**config.mk**
```make
export PLATFORM = sky130hd
export DESIGN_NAME = sclk_ctrl
export DESIGN_NICKNAME = d
export VERILOG_FILES = /design/src/hw/sclk_pkg.sv /design/src/hw/sclk_mux_if.sv /design/src/hw/sclk_ctrl.sv /design/src/hw/sclk_glitchfree_mux.sv
export SDC_FILE = /design/constraint.sdc
export NUM_CORES = 1
export LEC_CHECK = 0
export ABC_AREA = 1
export CAP_MARGIN = 20
export CORE_UTILIZATION = 55
export DETAILED_ROUTE_END_ITERATION = 7
export DONT_BUFFER_PORTS = 1
export PLACE_DENSITY = 0.73
export SLEW_MARGIN = 5
export SYNTH_ARGS = -nofsm -noshare
export SYNTH_HDL_FRONTEND = slang
export SYNTH_SLANG_ARGS = --single-unit
```
**constraint.sdc**
```tcl
create_clock -name pclk -period 6.5 [get_ports pclk]
set_clock_uncertainty 0.15 [all_clocks]
set_input_delay 0.65 -clock pclk [delete_from_list [all_inputs] [get_ports pclk]]
set_output_delay 0.65 -clock pclk [all_outputs]
set_load 0.01 [all_outputs]
```
**src/hw/sclk_pkg.sv**
```systemverilog
package sclk_pkg;

  // ****************************************
  // register map
  // ****************************************
  localparam int unsigned ADDR_W     = 12;
  localparam logic [11:0] OFF_CTRL   = 12'h000;
  localparam logic [11:0] OFF_STAT   = 12'h004;
  localparam logic [11:0] OFF_CLR    = 12'h008;

  // ****************************************
  // clock_control fields
  // ****************************************
  localparam int unsigned CTRL_CLK_SEL  = 0;
  localparam int unsigned CTRL_PLL_SEL  = 1;
  localparam int unsigned CTRL_ALT_SEL  = 2;
  localparam int unsigned CTRL_GBUF_EN  = 3;
  localparam int unsigned CTRL_XTAL_EN  = 4;
  localparam int unsigned CTRL_PLL_EN   = 5;
  localparam int unsigned DIV_LSB       = 8;
  localparam int unsigned DIV_W         = 12;
  localparam int unsigned SCALE_LSB     = 24;
  localparam int unsigned SCALE_W       = 5;
  localparam logic [31:0] CTRL_MASK     = 32'h1F0FFF3F;
  localparam logic [31:0] CTRL_RST      = 32'h00040000;

  // ****************************************
  // status and clear fields
  // ****************************************
  localparam int unsigned STAT_NLOCK    = 0;
  localparam int unsigned STAT_LOCK     = 1;
  localparam logic        NLOCK_RST     = 1'b1;
  localparam logic        LOCK_RST      = 1'b0;

  // ****************************************
  // fabric and synchroniser layout
  // ****************************************
  localparam int unsigned NUM_GBUF      = 6;
  localparam int unsigned NUM_SYNC      = 5;
  localparam int unsigned SY_RING       = 0;
  localparam int unsigned SY_EXT        = 1;
  localparam int unsigned SY_XTAL       = 2;
  localparam int unsigned SY_VCO        = 3;
  localparam int unsigned SY_LOCK       = 4;

  // ****************************************
  // clock sources
  // ****************************************
  typedef enum logic [1:0] {
    SCLK_SRC_RING,
    SCLK_SRC_EXT,
    SCLK_SRC_PRE
  } sclk_src_t;

endpackage : sclk_pkg

```
**src/hw/sclk_mux_if.sv**
```systemverilog
`timescale 1ns/100ps
interface sclk_mux_if;
  sclk_pkg::sclk_src_t src_req;
  logic                ring_lvl;
  logic                ext_lvl;
  logic                pre_lvl;
  logic                sys_clk;
  sclk_pkg::sclk_src_t cur_src;
  logic                busy;

  modport ctrl (
    output src_req, ring_lvl, ext_lvl, pre_lvl,
    input  sys_clk, cur_src, busy
  );

  modport mux (
    input  src_req, ring_lvl, ext_lvl, pre_lvl,
    output sys_clk, cur_src, busy
  );
endinterface : sclk_mux_if

```
**src/hw/sclk_ctrl.sv**
```systemverilog
// Functional notes
// - system clock from ring, pin or loop
// - ring oscillator selected after reset
// - loop reference is the crystal output
// - loop path always through pre-scaler
// - twelve-bit feedback divider to loop
// - pre-scaler divides by 1..32 one-hot
// - sticky not-locked flag on lock loss
// - sticky locked flag on lock
// - flags held until software clears each
// - pin source bypasses loop entirely
// - source switch through glitch-free mux
// - loop, crystal, fabric buffers gateable
// - alternate fabric clock crystal or pre-scaler
// - control bits 0 and 1 pick sources
// - divider 19:8, one-hot pre-scaler 28:24
// - control bits 5..2 enables and alt select
// - status 1 locked, 0 not-locked, w1c at clear register
`timescale 1ns/100ps
module sclk_ctrl #(
  parameter int unsigned NUM_GBUF = sclk_pkg::NUM_GBUF
) (
  input  wire logic                      pclk,
  input  wire logic                      presetn,
  input  wire logic                      psel,
  input  wire logic                      penable,
  input  wire logic                      pwrite,
  input  wire logic [sclk_pkg::ADDR_W-1:0] paddr,
  input  wire logic [31:0]               pwdata,
  output logic      [31:0]               prdata,
  output logic                           pready,
  output logic                           pslverr,
  input  wire logic                      ring_osc_in,
  input  wire logic                      ext_clk_in,
  input  wire logic                      xtal_in,
  input  wire logic                      pll_vco_in,
  input  wire logic                      pll_lock_in,
  output logic                           sys_clk_out,
  output logic                           alt_clock_out,
  output logic                           pll_feedback_out,
  output logic                           pll_enable,
  output logic                           crystal_osc_enable,
  output logic [sclk_pkg::DIV_W-1:0]     pll_div_count,
  output logic [NUM_GBUF-1:0]            fabric_global_buffers,
  output logic [1:0]                     active_source,
  output logic                           switch_busy
);

  // ****************************************
  // state
  // ****************************************
  typedef struct packed {
    logic [31:0]                   ctrl;
    logic                          lock;
    logic                          nlock;
    logic [sclk_pkg::NUM_SYNC-1:0] sync1;
    logic [sclk_pkg::NUM_SYNC-1:0] sync2;
    logic                          vco_prev;
    logic [sclk_pkg::SCALE_W-1:0]  pre_cnt;
    logic                          pre_out;
    logic [sclk_pkg::DIV_W-1:0]    fb_cnt;
    logic                          fb_out;
    logic                          alt_out;
    logic [31:0]                   rdata;
  } sclk_state_t;

  sclk_state_t st_reg;
  sclk_state_t st_next;

  sclk_mux_if mif ();

  // ****************************************
  // helpers
  // ****************************************
  // 0 means undivided, k+1 means bit k of counter
  function automatic logic [2:0] scale_idx(input logic [sclk_pkg::SCALE_W-1:0] f);
    logic [2:0] idx;
    idx = 3'h0;
    for (int i = 0; i < int'(sclk_pkg::SCALE_W); i++) begin
      if (f[i]) begin
        idx = 3'(i + 1);
      end
    end
    return idx;
  endfunction : scale_idx

  function automatic logic is_mapped(input logic [sclk_pkg::ADDR_W-1:0] a);
    if (a == sclk_pkg::OFF_CTRL) begin
      return 1'b1;
    end else if (a == sclk_pkg::OFF_STAT) begin
      return 1'b1;
    end else if (a == sclk_pkg::OFF_CLR) begin
      return 1'b1;
    end else begin
      return 1'b0;
    end
  endfunction : is_mapped

  // ****************************************
  // combinational signals
  // ****************************************
  logic                         setup_ph;
  logic                         access_ph;
  logic                         wr_ok;
  logic                         vco_rise;
  logic                         pll_on;
  logic                         lock_s;
  logic [2:0]                   sidx;
  logic [sclk_pkg::DIV_W-1:0]   div;
  logic [sclk_pkg::SCALE_W-1:0] pre_cnt_n;

  // ****************************************
  // next state
  // ****************************************

  always_comb begin
    st_next   = st_reg;
    setup_ph  = psel && !penable;
    access_ph = psel && penable;
    wr_ok     = access_ph && pwrite && is_mapped(paddr);
    pll_on    = st_reg.ctrl[sclk_pkg::CTRL_PLL_EN];
    div       = st_reg.ctrl[sclk_pkg::DIV_LSB +: sclk_pkg::DIV_W];
    sidx      = scale_idx(st_reg.ctrl[sclk_pkg::SCALE_LSB +: sclk_pkg::SCALE_W]);
    pre_cnt_n = st_reg.pre_cnt;

    // ****************************************
    // input synchronisers
    // ****************************************
    // two-flop synchronisers on all pins
    st_next.sync1 = {pll_lock_in, pll_vco_in, xtal_in, ext_clk_in, ring_osc_in};
    st_next.sync2 = st_reg.sync1;
    lock_s        = st_reg.sync2[sclk_pkg::SY_LOCK];
    vco_rise      = st_reg.sync2[sclk_pkg::SY_VCO] && !st_reg.vco_prev;
    st_next.vco_prev = st_reg.sync2[sclk_pkg::SY_VCO];

    // ****************************************
    // control register
    // ****************************************
    // control register write, reserved bits kept zero
    if (wr_ok && paddr == sclk_pkg::OFF_CTRL) begin
      st_next.ctrl = pwdata & sclk_pkg::CTRL_MASK;
    end

    // ****************************************
    // lock flags
    // ****************************************
    // one clears the flag
    if (wr_ok && paddr == sclk_pkg::OFF_CLR) begin
      if (pwdata[sclk_pkg::STAT_LOCK]) begin
        st_next.lock = 1'b0;
      end
      if (pwdata[sclk_pkg::STAT_NLOCK]) begin
        st_next.nlock = 1'b0;
      end
    end
    if (lock_s) begin
      st_next.lock = 1'b1;
    end
    if (!lock_s) begin
      st_next.nlock = 1'b1;
    end

    // ****************************************
    // loop dividers
    // ****************************************
    // loop disabled stops dividers
    if (!pll_on) begin
      st_next.pre_cnt = '0;
      st_next.fb_cnt  = '0;
      st_next.pre_out = 1'b0;
      st_next.fb_out  = 1'b0;
    end else begin
      if (vco_rise) begin
        pre_cnt_n = st_reg.pre_cnt + 5'h01;
      end
      st_next.pre_cnt = pre_cnt_n;
      if (sidx == 3'h0) begin
        st_next.pre_out = st_reg.sync2[sclk_pkg::SY_VCO];
      end else begin
        st_next.pre_out = pre_cnt_n[sidx - 3'h1];
      end
      if (div == '0) begin
        st_next.fb_cnt = '0;
      end else if (vco_rise) begin
        if (st_reg.fb_cnt >= div - 12'h001) begin
          st_next.fb_cnt = '0;
        end else begin
          st_next.fb_cnt = st_reg.fb_cnt + 12'h001;
        end
      end
      st_next.fb_out = (div != '0) && (st_next.fb_cnt < (div >> 1));
    end

    // ****************************************
    // alternate fabric clock
    // ****************************************
    // alternate fabric clock select
    if (st_reg.ctrl[sclk_pkg::CTRL_ALT_SEL]) begin
      st_next.alt_out = st_reg.pre_out;
    end else begin
      st_next.alt_out = st_reg.ctrl[sclk_pkg::CTRL_XTAL_EN] && st_reg.sync2[sclk_pkg::SY_XTAL];
    end

    // ****************************************
    // read data
    // ****************************************
    // read data captured in setup phase
    if (setup_ph && !pwrite) begin
      if (paddr == sclk_pkg::OFF_CTRL) begin
        st_next.rdata = st_reg.ctrl;
      end else if (paddr == sclk_pkg::OFF_STAT) begin
        st_next.rdata = '0;
        st_next.rdata[sclk_pkg::STAT_LOCK]  = st_reg.lock;
        st_next.rdata[sclk_pkg::STAT_NLOCK] = st_reg.nlock;
      end else begin
        st_next.rdata = '0;
      end
    end
  end

  // ****************************************
  // registers
  // ****************************************
  always_ff @(posedge pclk or negedge presetn) begin
    if (!presetn) begin
      st_reg       <= '0;
      st_reg.ctrl  <= sclk_pkg::CTRL_RST;
      st_reg.lock  <= sclk_pkg::LOCK_RST;
      st_reg.nlock <= sclk_pkg::NLOCK_RST;
    end else begin
      st_reg <= st_next;
    end
  end

  // ****************************************
  // clock source selection
  // ****************************************
  // three-way source choice
  assign mif.src_req  = !st_reg.ctrl[sclk_pkg::CTRL_CLK_SEL] ? sclk_pkg::SCLK_SRC_RING :
                        st_reg.ctrl[sclk_pkg::CTRL_PLL_SEL] ? sclk_pkg::SCLK_SRC_PRE :
                        sclk_pkg::SCLK_SRC_EXT;
  assign mif.ring_lvl = st_reg.sync2[sclk_pkg::SY_RING];
  assign mif.ext_lvl  = st_reg.sync2[sclk_pkg::SY_EXT];
  assign mif.pre_lvl  = st_reg.pre_out;

  sclk_glitchfree_mux u_mux (
    .pclk    (pclk),
    .presetn (presetn),
    .mif     (mif)
  );

  // ****************************************
  // bus outputs
  // ****************************************
  assign prdata             = st_reg.rdata;
  assign pready             = psel && penable;
  assign pslverr            = psel && penable && !is_mapped(paddr);

  // ****************************************
  // clock and enable outputs
  // ****************************************
  assign sys_clk_out        = mif.sys_clk;
  assign active_source      = mif.cur_src;
  assign switch_busy        = mif.busy;
  assign alt_clock_out      = st_reg.alt_out;
  assign crystal_osc_enable = st_reg.ctrl[sclk_pkg::CTRL_XTAL_EN];
  assign pll_enable         = st_reg.ctrl[sclk_pkg::CTRL_PLL_EN];
  assign pll_div_count      = st_reg.ctrl[sclk_pkg::DIV_LSB +: sclk_pkg::DIV_W];
  assign pll_feedback_out   = st_reg.fb_out;

  // ****************************************
  // fabric buffers
  // ****************************************
  // fabric buffer gating
  generate
    for (genvar g = 0; g < int'(NUM_GBUF); g++) begin : g_gbuf
      assign fabric_global_buffers[g] = st_reg.ctrl[sclk_pkg::CTRL_GBUF_EN];
    end
  endgenerate

endmodule : sclk_ctrl

```
**src/hw/sclk_glitchfree_mux.sv**
```systemverilog
`timescale 1ns/100ps
module sclk_glitchfree_mux (
  input wire logic pclk,
  input wire logic presetn,
  sclk_mux_if.mux  mif
);

  // ****************************************
  // state
  // ****************************************
  typedef enum logic {
    SCLK_MUX_RUN,
    SCLK_MUX_STOP
  } sclk_mux_st_t;

  typedef struct packed {
    sclk_mux_st_t        st;
    sclk_pkg::sclk_src_t cur;
    logic                out;
  } sclk_mux_t;

  sclk_mux_t mux_reg;
  sclk_mux_t mux_next;

  function automatic logic src_lvl(input sclk_pkg::sclk_src_t s, input logic r, input logic e,
                                   input logic p);
    if (s == sclk_pkg::SCLK_SRC_RING) begin
      return r;
    end else if (s == sclk_pkg::SCLK_SRC_EXT) begin
      return e;
    end else begin
      return p;
    end
  endfunction : src_lvl

  // ****************************************
  // switch sequencing
  // ****************************************
  always_comb begin
    mux_next = mux_reg;
    case (mux_reg.st)
      SCLK_MUX_RUN: begin
        if (mux_next.cur != mif.src_req &&
            !src_lvl(mux_reg.cur, mif.ring_lvl, mif.ext_lvl, mif.pre_lvl)) begin
          mux_next.st = SCLK_MUX_STOP;
        end
      end
      default: begin
        if (!src_lvl(mif.src_req, mif.ring_lvl, mif.ext_lvl, mif.pre_lvl)) begin
          mux_next.cur = mif.src_req;
          mux_next.st  = SCLK_MUX_RUN;
        end
      end
    endcase
    mux_next.out = (mux_next.st == SCLK_MUX_RUN) &&
                   src_lvl(mux_next.cur, mif.ring_lvl, mif.ext_lvl, mif.pre_lvl);
  end

  always_ff @(posedge pclk or negedge presetn) begin
    if (!presetn) begin
      mux_reg <= '{st: SCLK_MUX_RUN, cur: sclk_pkg::SCLK_SRC_RING, out: 1'b0};
    end else begin
      mux_reg <= mux_next;
    end
  end

  assign mif.sys_clk = mux_reg.out;
  assign mif.cur_src = mux_reg.cur;
  assign mif.busy    = (mux_reg.st != SCLK_MUX_RUN) || (mux_reg.cur != mif.src_req);

endmodule : sclk_glitchfree_mux

```
After elaboration in Yosys (flattened, before gate mapping)
Index checks and enable logic that the tools add are counted.
W data, S select, Z words.
- memories: 0
- RAM bits: 0
- bits in latches: 0
- output and inout port bits: 60
- flip-flop bits (word level): 92
- logic and storage cells: 101
- memory bits (read-only): 0
- input port bits: 54
- $add $sub $neg: 4
- shift-type cells: 0
- order comparisons: 3
- $mul: 0
- divide/modulo/power cells: 0
- multiplexer cells: 40
- reductions and logical operators: 30
- bitwise gates (word level): 1
- eq/ne operators: 8
- operators by type and width (kind ; number):
    $mux W12 ; 4
    $mux W29 ; 1
    $logic_not A12 Y1 ; 2
    $mux W1 ; 21
    $mux W19 ; 1
    $mux W3 ; 5
    $logic_and A1 B1 Y1 ; 13
    $add A12 B1 Y12 const B ; 1
    $eq A12 B3 Y1 const B ; 1
    $eq A12 B4 Y1 const B ; 1
    $ge A12 B12 Y1 ; 1
    $lt A12 B11 Y1 ; 1
    $reduce_bool A12 Y1 ; 1
    $sub A12 B1 Y12 const B ; 1
    $mux W2 ; 5
    $mux W5 ; 2
    $eq A2 B1 Y1 const B ; 3
    $logic_not A2 Y1 ; 3
    $add A5 B1 Y5 const B ; 1
    $logic_not A1 Y1 ; 5
    $lt A3 B4 Y1 const B ; 1
    $reduce_and A2 Y1 ; 2
    $reduce_bool A2 Y1 ; 2
    $bmux W1 S3 ; 1
    7 further kinds ; 7

Longest topological paths before layout
Gate-level depths: netlist of run 1.
- depth in word-level cells: 12
- depth in mapped cells: 24
- depth with buffers taken out: 23

By module
From an unflattened synthesis of run 1, not the netlist that was laid out.
- cells, all modules: 554
- area total of the unflattened synthesis: 4918.5 µm²
- by module, submodules not included (module ; times used ; area an instance (µm²) ; cells an instance):
    sclk_ctrl ; 1 ; 4649.5 ; 515
    sclk_glitchfree_mux ; 1 ; 269.0 ; 39

Least setup slack after synthesis of run 1
No wires, ideal clock.
- kind: register -> register
- start: reg st_reg, in the netlist pll_div_count[2]
- end: reg st_reg, in the netlist pll_feedback_out
- path slack: 2.938 ns
- clock period less this slack: 3.562 ns
- cell stages (with the launch flop): 24
- arrival time: 3.335 ns
- library setup time: 0.077 ns
- cell sequence: dfrtp_1 nor3_1 nand3_1 nor3_1 nand2_1 xor2_1 inv_1 ha_1 nand2_1 nor2_1 nand2_1 nor2_1 nand2_1 nand2_1 nand2_1 nand2_1 clkbuf_1 nor3_1 ha_1 a21oi_1 o2111ai_1 a21oi_1 nand2_1 a21oi_1
- RTL lines (element ; RTL line ; text):
    start: declaration ; sclk_ctrl.sv:67 ; sclk_state_t st_reg;
    start signal: assignment ; sclk_ctrl.sv:231 ; st_reg <= st_next;

==> results.md, run 1 <==
## Placed design
- **buffers added on ports** 0
- **Final HPWL DP** 6760 um
- **placer's final routability congestion estimate** 0.869

## Synthesis
- **post-synthesis average cell area** 8.97 sq um
- **netlist area before placement** 0.00482 sq mm
- **Yosys warning total** 0
- **ranking of synthesized cells by area** dfrtp_1 (42%), buf_4 (8.1%), nand2_1 (7.9%)
- **number of register bits inferred by synthesis** 83
- **instance count of the mapped netlist** 538
- **predominant post-synthesis flop cell** dfrtp_1
- **area share of the leading cell type in the synthesized netlist** 0.420
- **cell type contributing the most total cell area after synthesis** dfrtp_1
- **part of the Yosys area used for sequential elements** 0.431
- **number of unique standard cell types used by synthesis** 42
- **number of enable-type register cells in the synthesized netlist** 0
- **fraction of registers with async set or reset after synthesis** 1.00

## Timing
- **Fmax achieved** 225 MHz
- **number of setup violations in the final report** 0
- **final number of hold-violating endpoints** 0
- **Final period util** 0.684
- **RSZ-0062 raised after global routing** false
- **max-slew headroom at the worst pin** 0.433
- **Period minus WS final** 4.44 ns
- **TNS Setup** 0 ns
- **worst-margin pin slew** 0.848 ns
- **Max Transition Viols Final** 0

## Route
- **number of vias per cell after detailed routing** 5.48
- **Vias** 3318
- **wire length per cell after detailed routing** 15.3 um
- **residual antenna-violating net count after detailed routing** 0
- **first-pass iteration count of the detailed router** 4
- **remaining routing DRC violations** 0
- **number of violations reported at the end of detailed-routing iteration 0** 174
- **wire length after detailed routing** 9300 um

## Run
- **number of maximum-capacitance violations** 0

## Clock tree
- **buffers from clock root to sink, at most** 2
- **cell at the root of the clock tree** clkbuf_8
- **count of buffers added by post-CTS timing repair for setup** 0
- **clock buffers created by TritonCTS** 9
- **# resized after CTS** 0
- **total clock sinks** 83
- **clock-pin slew on the worst setup and hold paths** 0.10 ns
- **clock latency on the worst-skew pair** 0.36 ns
- **CTS tree** yes
- **Max H-tree Level** 3
- **CTS hold repair buffers** 1

## Global routing
- **total global-route track usage** 0.219
- **first-pass GRT wire length** 15100 um
- **vias in the first global route** 3156
- **antenna violations before repair** 0
- **sum of overflow across all layers after global routing** 0
- **pin count of the biggest net entering global routing** 84

## Finish
- **signed area change from the synthesized netlist to the final layout** -0.363%
- **layout cell share with drive strength beyond 1** 0.0978
- **count of inserted antenna diode cells** 0
- **max reg flops** 29
- **number of nets in the final layout** 578
- **fillcell total** 708

## Pwr
- **total power** 954 uW
- **cell leakage power** 2.42 nW
- **worst voltage drop across the vdd grid** 0.119 mV
- **pwr dens** 198 mW/mm^2

## Hold path
- **kind of path behind the tightest hold check** input pin to asynchronous set/reset pin

## Die
- **number of top-level design ports** 114
- **number of placement rows** 33
- **Core Area** 0.00834 sq mm
- **horizontal extent of the die** 95.6 um
- **vertical die dimension** 95.6 um
- **full die area** 0.00915 sq mm
- **Initial Utilization** 0.578

## Worst setup path
- **startpoint of the most critical register-to-register path** pll_div_count[2]$_DFFE_PN0P_
- **Data required, critical path** 6.63 ns
- **type of element launching the critical path** flop
- **category of the most critical setup path** flop to flop
- **endpoint class of the critical path** flop
- **signal arrival time at the worst endpoint** 4.58 ns
- **Crit Path Max Fanout** 21
- **source of the critical timing path** pll_div_count[2]$_DFFE_PN0P_

## Outcome
- **status** completed

placed cells by master, fill, tap and decap left out, types with 2 or more instances in the layout:
master | Yosys | final
nand2_1 | 101 | 101
dfrtp_1 | 81 | 81
inv_1 | 63 | 63
nor2_1 | 41 | 41
ha_1 | 28 | 28
nor3_1 | 20 | 20
nand3_1 | 18 | 18
o31ai_1 | 17 | 17
mux2_4 | 16 | 16
a21oi_1 | 15 | 15
xor2_1 | 14 | 14
o21ai_0 | 11 | 11
conb_1 | 1 | 9
clkbuf_8 | 0 | 9
nand4_1 | 5 | 5
nor4_1 | 5 | 5
mux2_1 | 5 | 5
o21ai_1 | 4 | 4
nor3_2 | 4 | 4
o211ai_1 | 3 | 3
xnor2_1 | 3 | 3
inv_8 | 0 | 3
inv_2 | 2 | 2
clkinv_4 | 0 | 2
buf_16 | 0 | 2
dfstp_2 | 2 | 2
metal layers:
metal  vias to the layer above  global-route usage  part of all wire
li1                       1616                   -                 -
met1                      1589               0.287              0.46
met2                        95               0.348              0.46
met3                        18              0.0494             0.055
met4                         0              0.0933             0.020
met5                         -                   0                 0
stage by stage:
step           instances  setup WS, ns  cell area (sq um)  utilization  hold slack (ns)
2_1_floorplan        546          2.94               4850            -            0.181
3_3_place_gp         588          2.31               4540        0.544            0.183
3_5_place_dp         588          2.16               4540        0.544            0.186
4_1_cts              605          2.13               4780        0.573           0.0341
5_1_grt              606          1.72               4810        0.576           0.0521
6_report             606          2.06               4810        0.576           0.0206
layout make-up:
type / instances / area [sq um] / share of cell area
flip-flops and latches: 83 / 2080 / 0.433
multi-input cells: 334 / 2080 / 0.432
inverters: 66 / 248 / 0.0515
well taps: 105 / 131 / 0.0273
clock buffers: 9 / 124 / 0.0258
clock inverters: 7 / 90.1 / 0.0187
repair buffers: 2 / 55.1 / 0.0115
power breakdown:
part	total [mW]	internal, mW	switching, mW
Sequential	0.523	0.521	0.00248
Clock	0.403	0.188	0.214
Combinational	0.0281	0.00692	0.0212
critical path, stage by stage (launching register included):
cell	delay [ns]
dfrtp_1	0.48
nor3_1	0.33
nand3_1	0.21
nor3_1	0.29
nand2_1	0.11
xor2_1	0.18
inv_1	0.07
ha_1	0.30
nand2_1	0.07
nor2_1	0.16
nand2_1	0.09
nor2_1	0.10
nand2_1	0.07
nand2_1	0.06
nand2_1	0.06
nand2_1	0.55
nor3_1	0.15
ha_1	0.33
a21oi_1	0.14
o2111ai_1	0.12
a21oi_1	0.14
nand2_1	0.06
a21oi_1	0.13
path summary, 6_finish.rpt:
check                                           endpoint  slack, ns  depth (start not counted)
setup / recovery              pll_feedback_out$_DFF_PN0_       2.06                         22
hold / removal                     prdata[0]$_DFFE_PN0P_       0.02                          1
setup reg to reg              pll_feedback_out$_DFF_PN0_       2.06                         22
hold reg to reg                         lock_s$_DFF_PN0_       0.21                          0
max in group asynchronous  pll_div_count[10]$_DFFE_PN1P_       5.83                          1
min in group pclk                  st_next[54]$_DFF_PN0_       0.15                          0
logic make-up (layout without fill, tap and decap cells):
group | Yosys count | count (layout) | share of synthesized area
other | 1 | 9 | 0.000777
adder cells (fa/ha/maj) | 28 | 28 | 0.0726
multiplexers | 21 | 21 | 0.0615
buffers and inverters | 129 | 84 | 0.144
XOR/XNOR | 17 | 17 | 0.0309
AND/OR/NAND/NOR | 204 | 204 | 0.188
AO/OA/AOI/OAI | 55 | 55 | 0.0708
flip-flops | 83 | 83 | 0.431
synth_stat cells, drive strengths merged (2+ instances only):
library cell and n:
a21oi 15, buf 55, clkbuf 8, dfrtp 81, dfstp 2, ha 28, inv 65, mux2 21
nand2 102, nand3 18, nand4 5, nor2 42, nor3 25, nor4 5, o211ai 3, o21ai 15
o31ai 17, or2 2, xnor2 3, xor2 14
(Power assumes the default switching activity.)
==> inputs of run 2 (changes only) <==
==> constraint.sdc (replaced) <==
create_clock -name pclk -period 4.58 [get_ports pclk]
set_clock_uncertainty 0.15 [all_clocks]
set_input_delay 0.458 -clock pclk [delete_from_list [all_inputs] [get_ports pclk]]
set_output_delay 0.458 -clock pclk [all_outputs]
set_load 0.01 [all_outputs]
==> results.md, run 2 (synthesized netlist as in run 1, its figures left out) <==
## Timing
- **worst-margin pin slew** 0.768 ns, -0.0800 ns
- **Final period util** 0.882, +0.198
- **max-slew headroom at the worst pin** 0.486, +0.0536
- **number of setup violations in the final report** 0, unchanged
- **TNS Setup** 0 ns, unchanged
- **final number of hold-violating endpoints** 0, unchanged
- **Max Transition Viols Final** 0, unchanged
- **worst hold slack after final layout** 0.0753 ns, +0.0547 ns
- **Period minus WS final** 4.04 ns, -0.407 ns
- **RSZ-0062 raised after global routing** false
- **Fmax achieved** 248 MHz, +10%

## Finish
- **number of nets in the final layout** 587, +1.6%
- **max reg flops** 29, unchanged
- **commonest cells after routing, fill and taps aside** nand2_1 (101), dfrtp_1 (81), inv_1 (63)
- **layout cell share with drive strength beyond 1** 0.100, +0.00220
- **signed area change from the synthesized netlist to the final layout** 1.50%
- **most frequent standard cell in the layout excluding fill and tap cells** nand2_1
- **count of inserted antenna diode cells** 0, unchanged

## Die
- **number of top-level design ports** 114, unchanged
- **number of placement rows** 33, unchanged
- **Core Area** 0.00834 sq mm, unchanged
- **Initial Utilization** 0.578, unchanged
- **full die area** 0.00915 sq mm, unchanged
- **vertical die dimension** 95.6 um, unchanged
- **horizontal extent of the die** 95.6 um, unchanged

## Clock tree
- **CTS tree** yes
- **clock-pin slew on the worst setup and hold paths** 0.09 ns, about the same
- **clock buffers created by TritonCTS** 9, unchanged
- **clock latency on the worst-skew pair** 0.36 ns, about the same
- **count of buffers added by post-CTS timing repair for setup** 0, unchanged
- **total clock sinks** 83, unchanged
- **Max H-tree Level** 3, unchanged
- **buffers from clock root to sink, at most** 2, unchanged
- **cell at the root of the clock tree** clkbuf_8

## Worst setup path
- **cell repeated most along the worst path** nand2_1
- **Buf/Inv on CP** 3, +2
- **signal arrival time at the worst endpoint** 4.16 ns, -0.42 ns
- **category of the most critical setup path** flop to flop
- **sequence of cells on the critical path** nor3_1 -> nand3_1 -> nor3_1 -> nand2_1 -> xor2_1 -> inv_1 -> ha_1 -> nand2_1 -> nor2_1 -> nand2_1 -> nor2_1 -> nand2_1 -> nand2_1 -> nand2_1 -> nand2_1 -> buf_4 -> nor2_1 -> ha_1 -> inv_1 -> o2111ai_1 -> a21oi_1 -> nand2_1 -> a21oi_1
- **Data required, critical path** 4.71 ns, -1.92 ns
- **type of element launching the critical path** flop
- **Worst path top cell family by delay** simple AND/OR/NAND/NOR gates
- **Max stage delay cell, worst path** dfrtp_1
- **highest cell delay on the worst timing path** 0.48 ns, -0.07 ns
- **endpoint class of the critical path** flop
- **Crit Path Max Fanout** 9, -57%

## Route
- **Vias** 3304, -0.42%
- **wire length per cell after detailed routing** 15.0 um, -2.5%
- **number of violations reported at the end of detailed-routing iteration 0** 161, -7.5%
- **remaining routing DRC violations** 0, unchanged
- **number of vias per cell after detailed routing** 5.37, -1.9%
- **first-pass iteration count of the detailed router** 4, unchanged
- **residual antenna-violating net count after detailed routing** 0, unchanged
- **wire length after detailed routing** 9200 um, -1.0%

## Hold path
- **kind of path behind the tightest hold check** input pin to flop

## Global routing
- **total global-route track usage** 0.219, about the same
- **first-pass GRT wire length** 15200 um, +0.87%
- **vias in the first global route** 3228, +2.3%
- **antenna violations before repair** 0, unchanged
- **sum of overflow across all layers after global routing** 0, unchanged
- **pin count of the biggest net entering global routing** 84, unchanged

## Outcome
- **status** completed

## Pwr
- **worst voltage drop across the vdd grid** 0.139 mV, +17%
- **pwr dens** 281 mW/mm^2, +42%
- **cell leakage power** 2.46 nW, +1.5%
- **total power** 1.38 mW, +44%

## Placed design
- **Final HPWL DP** 6870 um, +1.6%
- **placer's final routability congestion estimate** 0.873, +0.41%
- **buffers added on ports** 0, unchanged

## Run
- **number of maximum-capacitance violations** 0, unchanged

==> run 2: cell count changes in the layout (fill, tap and decap cells not counted), moves of 2 or more <==
cell / previous run / this run
buf_4: 0 / 3
inv_6: 1 / 3
inv_8: 3 / 0
clkinv_4: 2 / 0
dlygate4sd3_1: 0 / 6
==> run 2: final cells by class <==
class                           count  area (sq um)
Multi-Input combinational cell    334          2080
Inverter                           66           248
Timing Repair Buffer               11           138
Clock buffer                       10           128
Tap cell                          105           131
Sequential cell                    83          2080
Fill cell                         687          3440
Clock inverter                      6          93.8
==> run 2: repair_timing <==
item	CTS	global route
hold buffers	7	0
endpoints found under the hold margin	88	0
endpoints found under the setup margin	0	0
resized for setup	0	0
==> run 2: power breakdown <==
| part | leakage [nW] | internal (mW) | switching (mW) |
|---|---|---|---|
| clock | 0.108 | 0.313 | 0.276 |
| sequential | 1.12 | 0.739 | 0.00348 |
| combinational | 1.23 | 0.0137 | 0.0314 |
==> run 2: through the flow <==
stage	utilization	area, sq um	instances	setup WS, ns
3_5_place_dp	0.547	4560	591	0.562
6_report	0.587	4900	615	0.542
3_3_place_gp	0.547	4560	591	0.672
4_1_cts	0.584	4870	614	0.529
5_1_grt	0.587	4900	615	0.124
2_1_floorplan	-	4850	546	1.02
==> run 2: per-layer routing <==
layer,GRT usage,up-vias,share of wire
li1,-,1622,-
met3,0.0518,14,0.067
met4,0.0883,0,0.014
met1,0.287,1567,0.45
met5,0,-,0
met2,0.349,101,0.47
==> run 2: worst paths after layout <==
check	from	endpoint	slack (ns)	depth (start not counted)
max	pll_div_count[2]$_DFFE_PN0P_	pll_feedback_out$_DFF_PN0_	0.54	23
min	pwdata[3]	fabric_global_buffers[0]$_DFFE_PN0P_	0.08	1
max reg2reg	pll_div_count[2]$_DFFE_PN0P_	pll_feedback_out$_DFF_PN0_	0.54	23
min reg2reg	st_next[57]$_DFF_PN0_	lock_s$_DFF_PN0_	0.20	0
max in group asynchronous	presetn	pll_div_count[10]$_DFFE_PN1P_	3.43	2
min in group asynchronous	presetn	prdata[1]$_DFFE_PN0P_	0.52	2
==> run 2: worst reg2reg max path, stage by stage (launching register included) <==
cell and delay, ns:
dfrtp_1 0.48, nor3_1 0.34, nand3_1 0.20, nor3_1 0.28
nand2_1 0.10, xor2_1 0.15, inv_1 0.07, ha_1 0.29
nand2_1 0.07, nor2_1 0.14, nand2_1 0.08, nor2_1 0.09
nand2_1 0.06, nand2_1 0.06, nand2_1 0.06, nand2_1 0.22
buf_4 0.21, nor2_1 0.06, ha_1 0.30, inv_1 0.06
o2111ai_1 0.12, a21oi_1 0.17, nand2_1 0.07, a21oi_1 0.13
==> inputs of run 3 (changes only) <==
--- a/config.mk
+++ b/config.mk
@@ -10,8 +10,9 @@
 export CORE_UTILIZATION = 55
 export DETAILED_ROUTE_END_ITERATION = 7
 export DONT_BUFFER_PORTS = 1
-export PLACE_DENSITY = 0.73
+export PLACE_DENSITY = 0.7
 export SLEW_MARGIN = 5
 export SYNTH_ARGS = -nofsm -noshare
 export SYNTH_HDL_FRONTEND = slang
+export SYNTH_HIERARCHICAL = 1
 export SYNTH_SLANG_ARGS = --single-unit
==> results.md, run 3 <==
## Outcome
- **status** completed

## Timing
- **worst-margin pin slew** 0.927 ns, +0.159 ns
- **Fmax achieved** 248 MHz, about the same
- **TNS Setup** 0 ns, unchanged
- **number of setup violations in the final report** 0, unchanged
- **max-slew headroom at the worst pin** 0.377, -0.109
- **fin worst setup slack** 0.542 ns, -0.000550 ns
- **RSZ-0062 raised after global routing** false
- **Period minus WS final** 4.04 ns, +0.000550 ns
- **Final period util** 0.882, about the same
- **final number of hold-violating endpoints** 0, unchanged
- **worst hold slack after final layout** 0.104 ns, +0.0283 ns
- **Max Transition Viols Final** 0, unchanged

## Finish
- **fillcell total** 778, +13%
- **number of nets in the final layout** 602, +2.6%
- **total non-filler cell area in the finished layout** 0.00494 sq mm, +0.89%
- **most frequent standard cell in the layout excluding fill and tap cells** nand2_1
- **fraction of the core area covered by cells at the end of the flow** 0.569, -0.0178
- **commonest cells after routing, fill and taps aside** nand2_1 (104), dfrtp_1 (81), inv_1 (69)
- **non-filler cells in the finished layout** 633, +2.9%
- **signed area change from the synthesized netlist to the final layout** 0.433%
- **max reg flops** 29, unchanged
- **count of inserted antenna diode cells** 0, unchanged
- **layout cell share with drive strength beyond 1** 0.124, +0.0238

## Worst setup path
- **Crit Path Max Fanout** 13, +4
- **R2R depth** 25, +8.7%
- **signal arrival time at the worst endpoint** 4.15 ns, about the same
- **reg-to-reg setup timing slack** 0.54 ns, about the same
- **type of element launching the critical path** flop
- **category of the most critical setup path** flop to flop
- **endpoint class of the critical path** flop
- **Data required, critical path** 4.69 ns, -0.02 ns

## Synthesis
- **Yosys warning total** 6, +6
- **most frequent cell after synthesis** nand2_1
- **netlist area before placement** 0.00492 sq mm, +2.0%
- **predominant post-synthesis flop cell** dfrtp_1
- **post-synthesis average cell area** 8.88 sq um, -0.97%
- **cell type contributing the most total cell area after synthesis** dfrtp_1
- **number of enable-type register cells in the synthesized netlist** 0, unchanged
- **most instantiated cells after synthesis** nand2_1 (104), dfrtp_1 (81), inv_1 (69)
- **ranking of synthesized cells by area** dfrtp_1 (41%), buf_4 (7.9%), nand2_1 (7.9%)
- **part of the Yosys area used for sequential elements** 0.423, -0.00834
- **number of register bits inferred by synthesis** 83, unchanged
- **number of unique standard cell types used by synthesis** 42, unchanged
- **fraction of registers with async set or reset after synthesis** 1.00, unchanged
- **instance count of the mapped netlist** 554, +3.0%
- **area share of the leading cell type in the synthesized netlist** 0.412, -0.00812

## Pwr
- **pwr dens** 257 mW/mm^2, -8.5%
- **combinational cell fraction of total power** 0.037, +0.004
- **total power** 1.27 mW, -7.7%
- **worst voltage drop across the vdd grid** 0.119 mV, -14%
- **internal power consumption** 969 uW, -9.0%
- **switching fraction of total power** 0.237, +0.0116
- **cell leakage power** 2.53 nW, +2.9%
- **sequential share of power** 0.584, +0.045
- **clock group share of total power** 0.378, -0.050
- **NetSw** 302 uW, -2.9%

## Route
- **remaining routing DRC violations** 0, unchanged
- **first-pass iteration count of the detailed router** 4, unchanged
- **wire length after detailed routing** 9260 um, +0.62%
- **Detail Route met3 WL** 486 um, -21%
- **uppermost layer routed** met4
- **met1 wire length** 4190 um, +1.8%
- **met2 WL** 4480 um, +3.2%
- **Vias** 3313, +0.27%
- **number of vias per cell after detailed routing** 5.23, -2.6%
- **wire length per cell after detailed routing** 14.6 um, -2.2%
- **residual antenna-violating net count after detailed routing** 0, unchanged
- **number of violations reported at the end of detailed-routing iteration 0** 169, +5.0%

## Global routing
- **pin count of the biggest net entering global routing** 84, unchanged
- **total global-route track usage** 0.209, -0.00995
- **vias in the first global route** 3169, -1.8%
- **sum of overflow across all layers after global routing** 0, unchanged
- **antenna violations before repair** 0, unchanged
- **first-pass GRT wire length** 14700 um, -3.5%

## Die
- **Core Area** 0.00868 sq mm, +4.1%
- **number of top-level design ports** 114, unchanged
- **vertical die dimension** 96.6 um, +0.96%
- **number of placement rows** 34, +3.0%
- **full die area** 0.00932 sq mm, +1.9%
- **Initial Utilization** 0.567, -0.0116
- **horizontal extent of the die** 96.6 um, +0.96%

## Clock tree
- **total clock sinks** 83, unchanged
- **clock latency on the worst-skew pair** 0.34 ns, -0.02 ns
- **clock-pin slew on the worst setup and hold paths** 0.09 ns, about the same
- **Max H-tree Level** 3, unchanged
- **# resized after CTS** 0, unchanged
- **clock buffers created by TritonCTS** 9, unchanged
- **CTS tree** yes
- **cell at the root of the clock tree** clkbuf_8
- **count of buffers added by post-CTS timing repair for setup** 0, unchanged
- **buffers from clock root to sink, at most** 2, unchanged
- **CTS hold repair buffers** 7, unchanged

## Placed design
- **buffers added on ports** 0, unchanged
- **Final HPWL DP** 6870 um, about the same
- **standard cell area after detailed placement** 0.00465 sq mm, +1.9%
- **placer's final routability congestion estimate** 0.881, +0.89%
- **post-placement setup slack** 0.589 ns, +0.0265 ns
- **DP Cell Count** 609, +3.0%

## Hold path
- **Hold Path Stages** 1, unchanged
- **kind of path behind the tightest hold check** input pin to flop

## Run
- **number of maximum-capacitance violations** 0, unchanged

## run 3: cell count changes in the layout (fill, tap and decap cells not counted), moves of 4 or more
cell / previous run / this run
mux2_2: 0 / 5
inv_1: 63 / 69
mux2_1: 5 / 0
o21ai_1: 4 / 0
nor2_2: 1 / 7
## run 3: power groups by stage
stage | Combinational (mW) | Clock, mW | Sequential, mW
final | 0.0473 | 0.481 | 0.743
after global routing | 0.0543 | 0.529 | 0.744
after CTS | 0.0462 | 0.497 | 0.743
after detailed placement | 0.0246 | 0 | 0.758
after global placement | 0.0238 | 0 | 0.758
after floorplan | 0.0301 | 0 | 0.756
## run 3: cells by family after synthesis
family	count (synthesis)	share of synthesized area
buffers and inverters	137	0.148
DFF	83	0.423
muxes	21	0.0603
and+or+nand+nor	216	0.200
adders and majority gates	28	0.0712
AOI/OAI and AO/OA	48	0.0613
other	1	0.000762
xor gates and xnor gates	20	0.0356
## run 3: cell type report
type                    count  area (sq um)  area share
inverters                  75           282      0.0570
flip-flops and latches     83          2080       0.421
clock inverters             4          33.8     0.00684
repair buffers              9           123      0.0248
multi-input cells         342          2140       0.434
well taps                 108           135      0.0274
clock buffers              12           145      0.0294
## run 3: metal layers
metal | GRT usage | up-vias
li1 | - | 1643
met1 | 0.271 | 1569
met2 | 0.350 | 90
met3 | 0.0376 | 11
met4 | 0.0748 | 0
met5 | 0 | -
## run 3: final timing paths
path	from	endpoint
min in group asynchronous	presetn	st_reg[64]$_DFFE_PN0P_
min reg2reg	st_next[54]$_DFF_PN0_	mif.ext_lvl$_DFF_PN0_
max	pll_div_count[4]$_DFFE_PN0P_	pll_feedback_out$_DFF_PN0_
min	pwdata[11]	pll_div_count[3]$_DFFE_PN0P_
max in group asynchronous	presetn	pll_div_count[10]$_DFFE_PN1P_
max reg2reg	pll_div_count[4]$_DFFE_PN0P_	pll_feedback_out$_DFF_PN0_
## run 3: critical path, stage by stage, from the launching register on
cell and delay, ns:
dfrtp_1 0.46, inv_1 0.19, nand2_1 0.10, nor2_1 0.16, inv_1 0.09, nor2_1 0.20
nand3_1 0.13, xor2_1 0.15, inv_1 0.06, ha_1 0.29, nand2_1 0.07, nor2_1 0.14
nand2_1 0.09, nor2_1 0.09, nand2_1 0.06, nand2_1 0.06, nand2_1 0.06, nand2_1 0.35
buf_4 0.25, nor3_1 0.06, ha_1 0.17, a21oi_1 0.14, o21ai_0 0.09, a21oi_1 0.17
nand2_1 0.07, a21oi_1 0.14
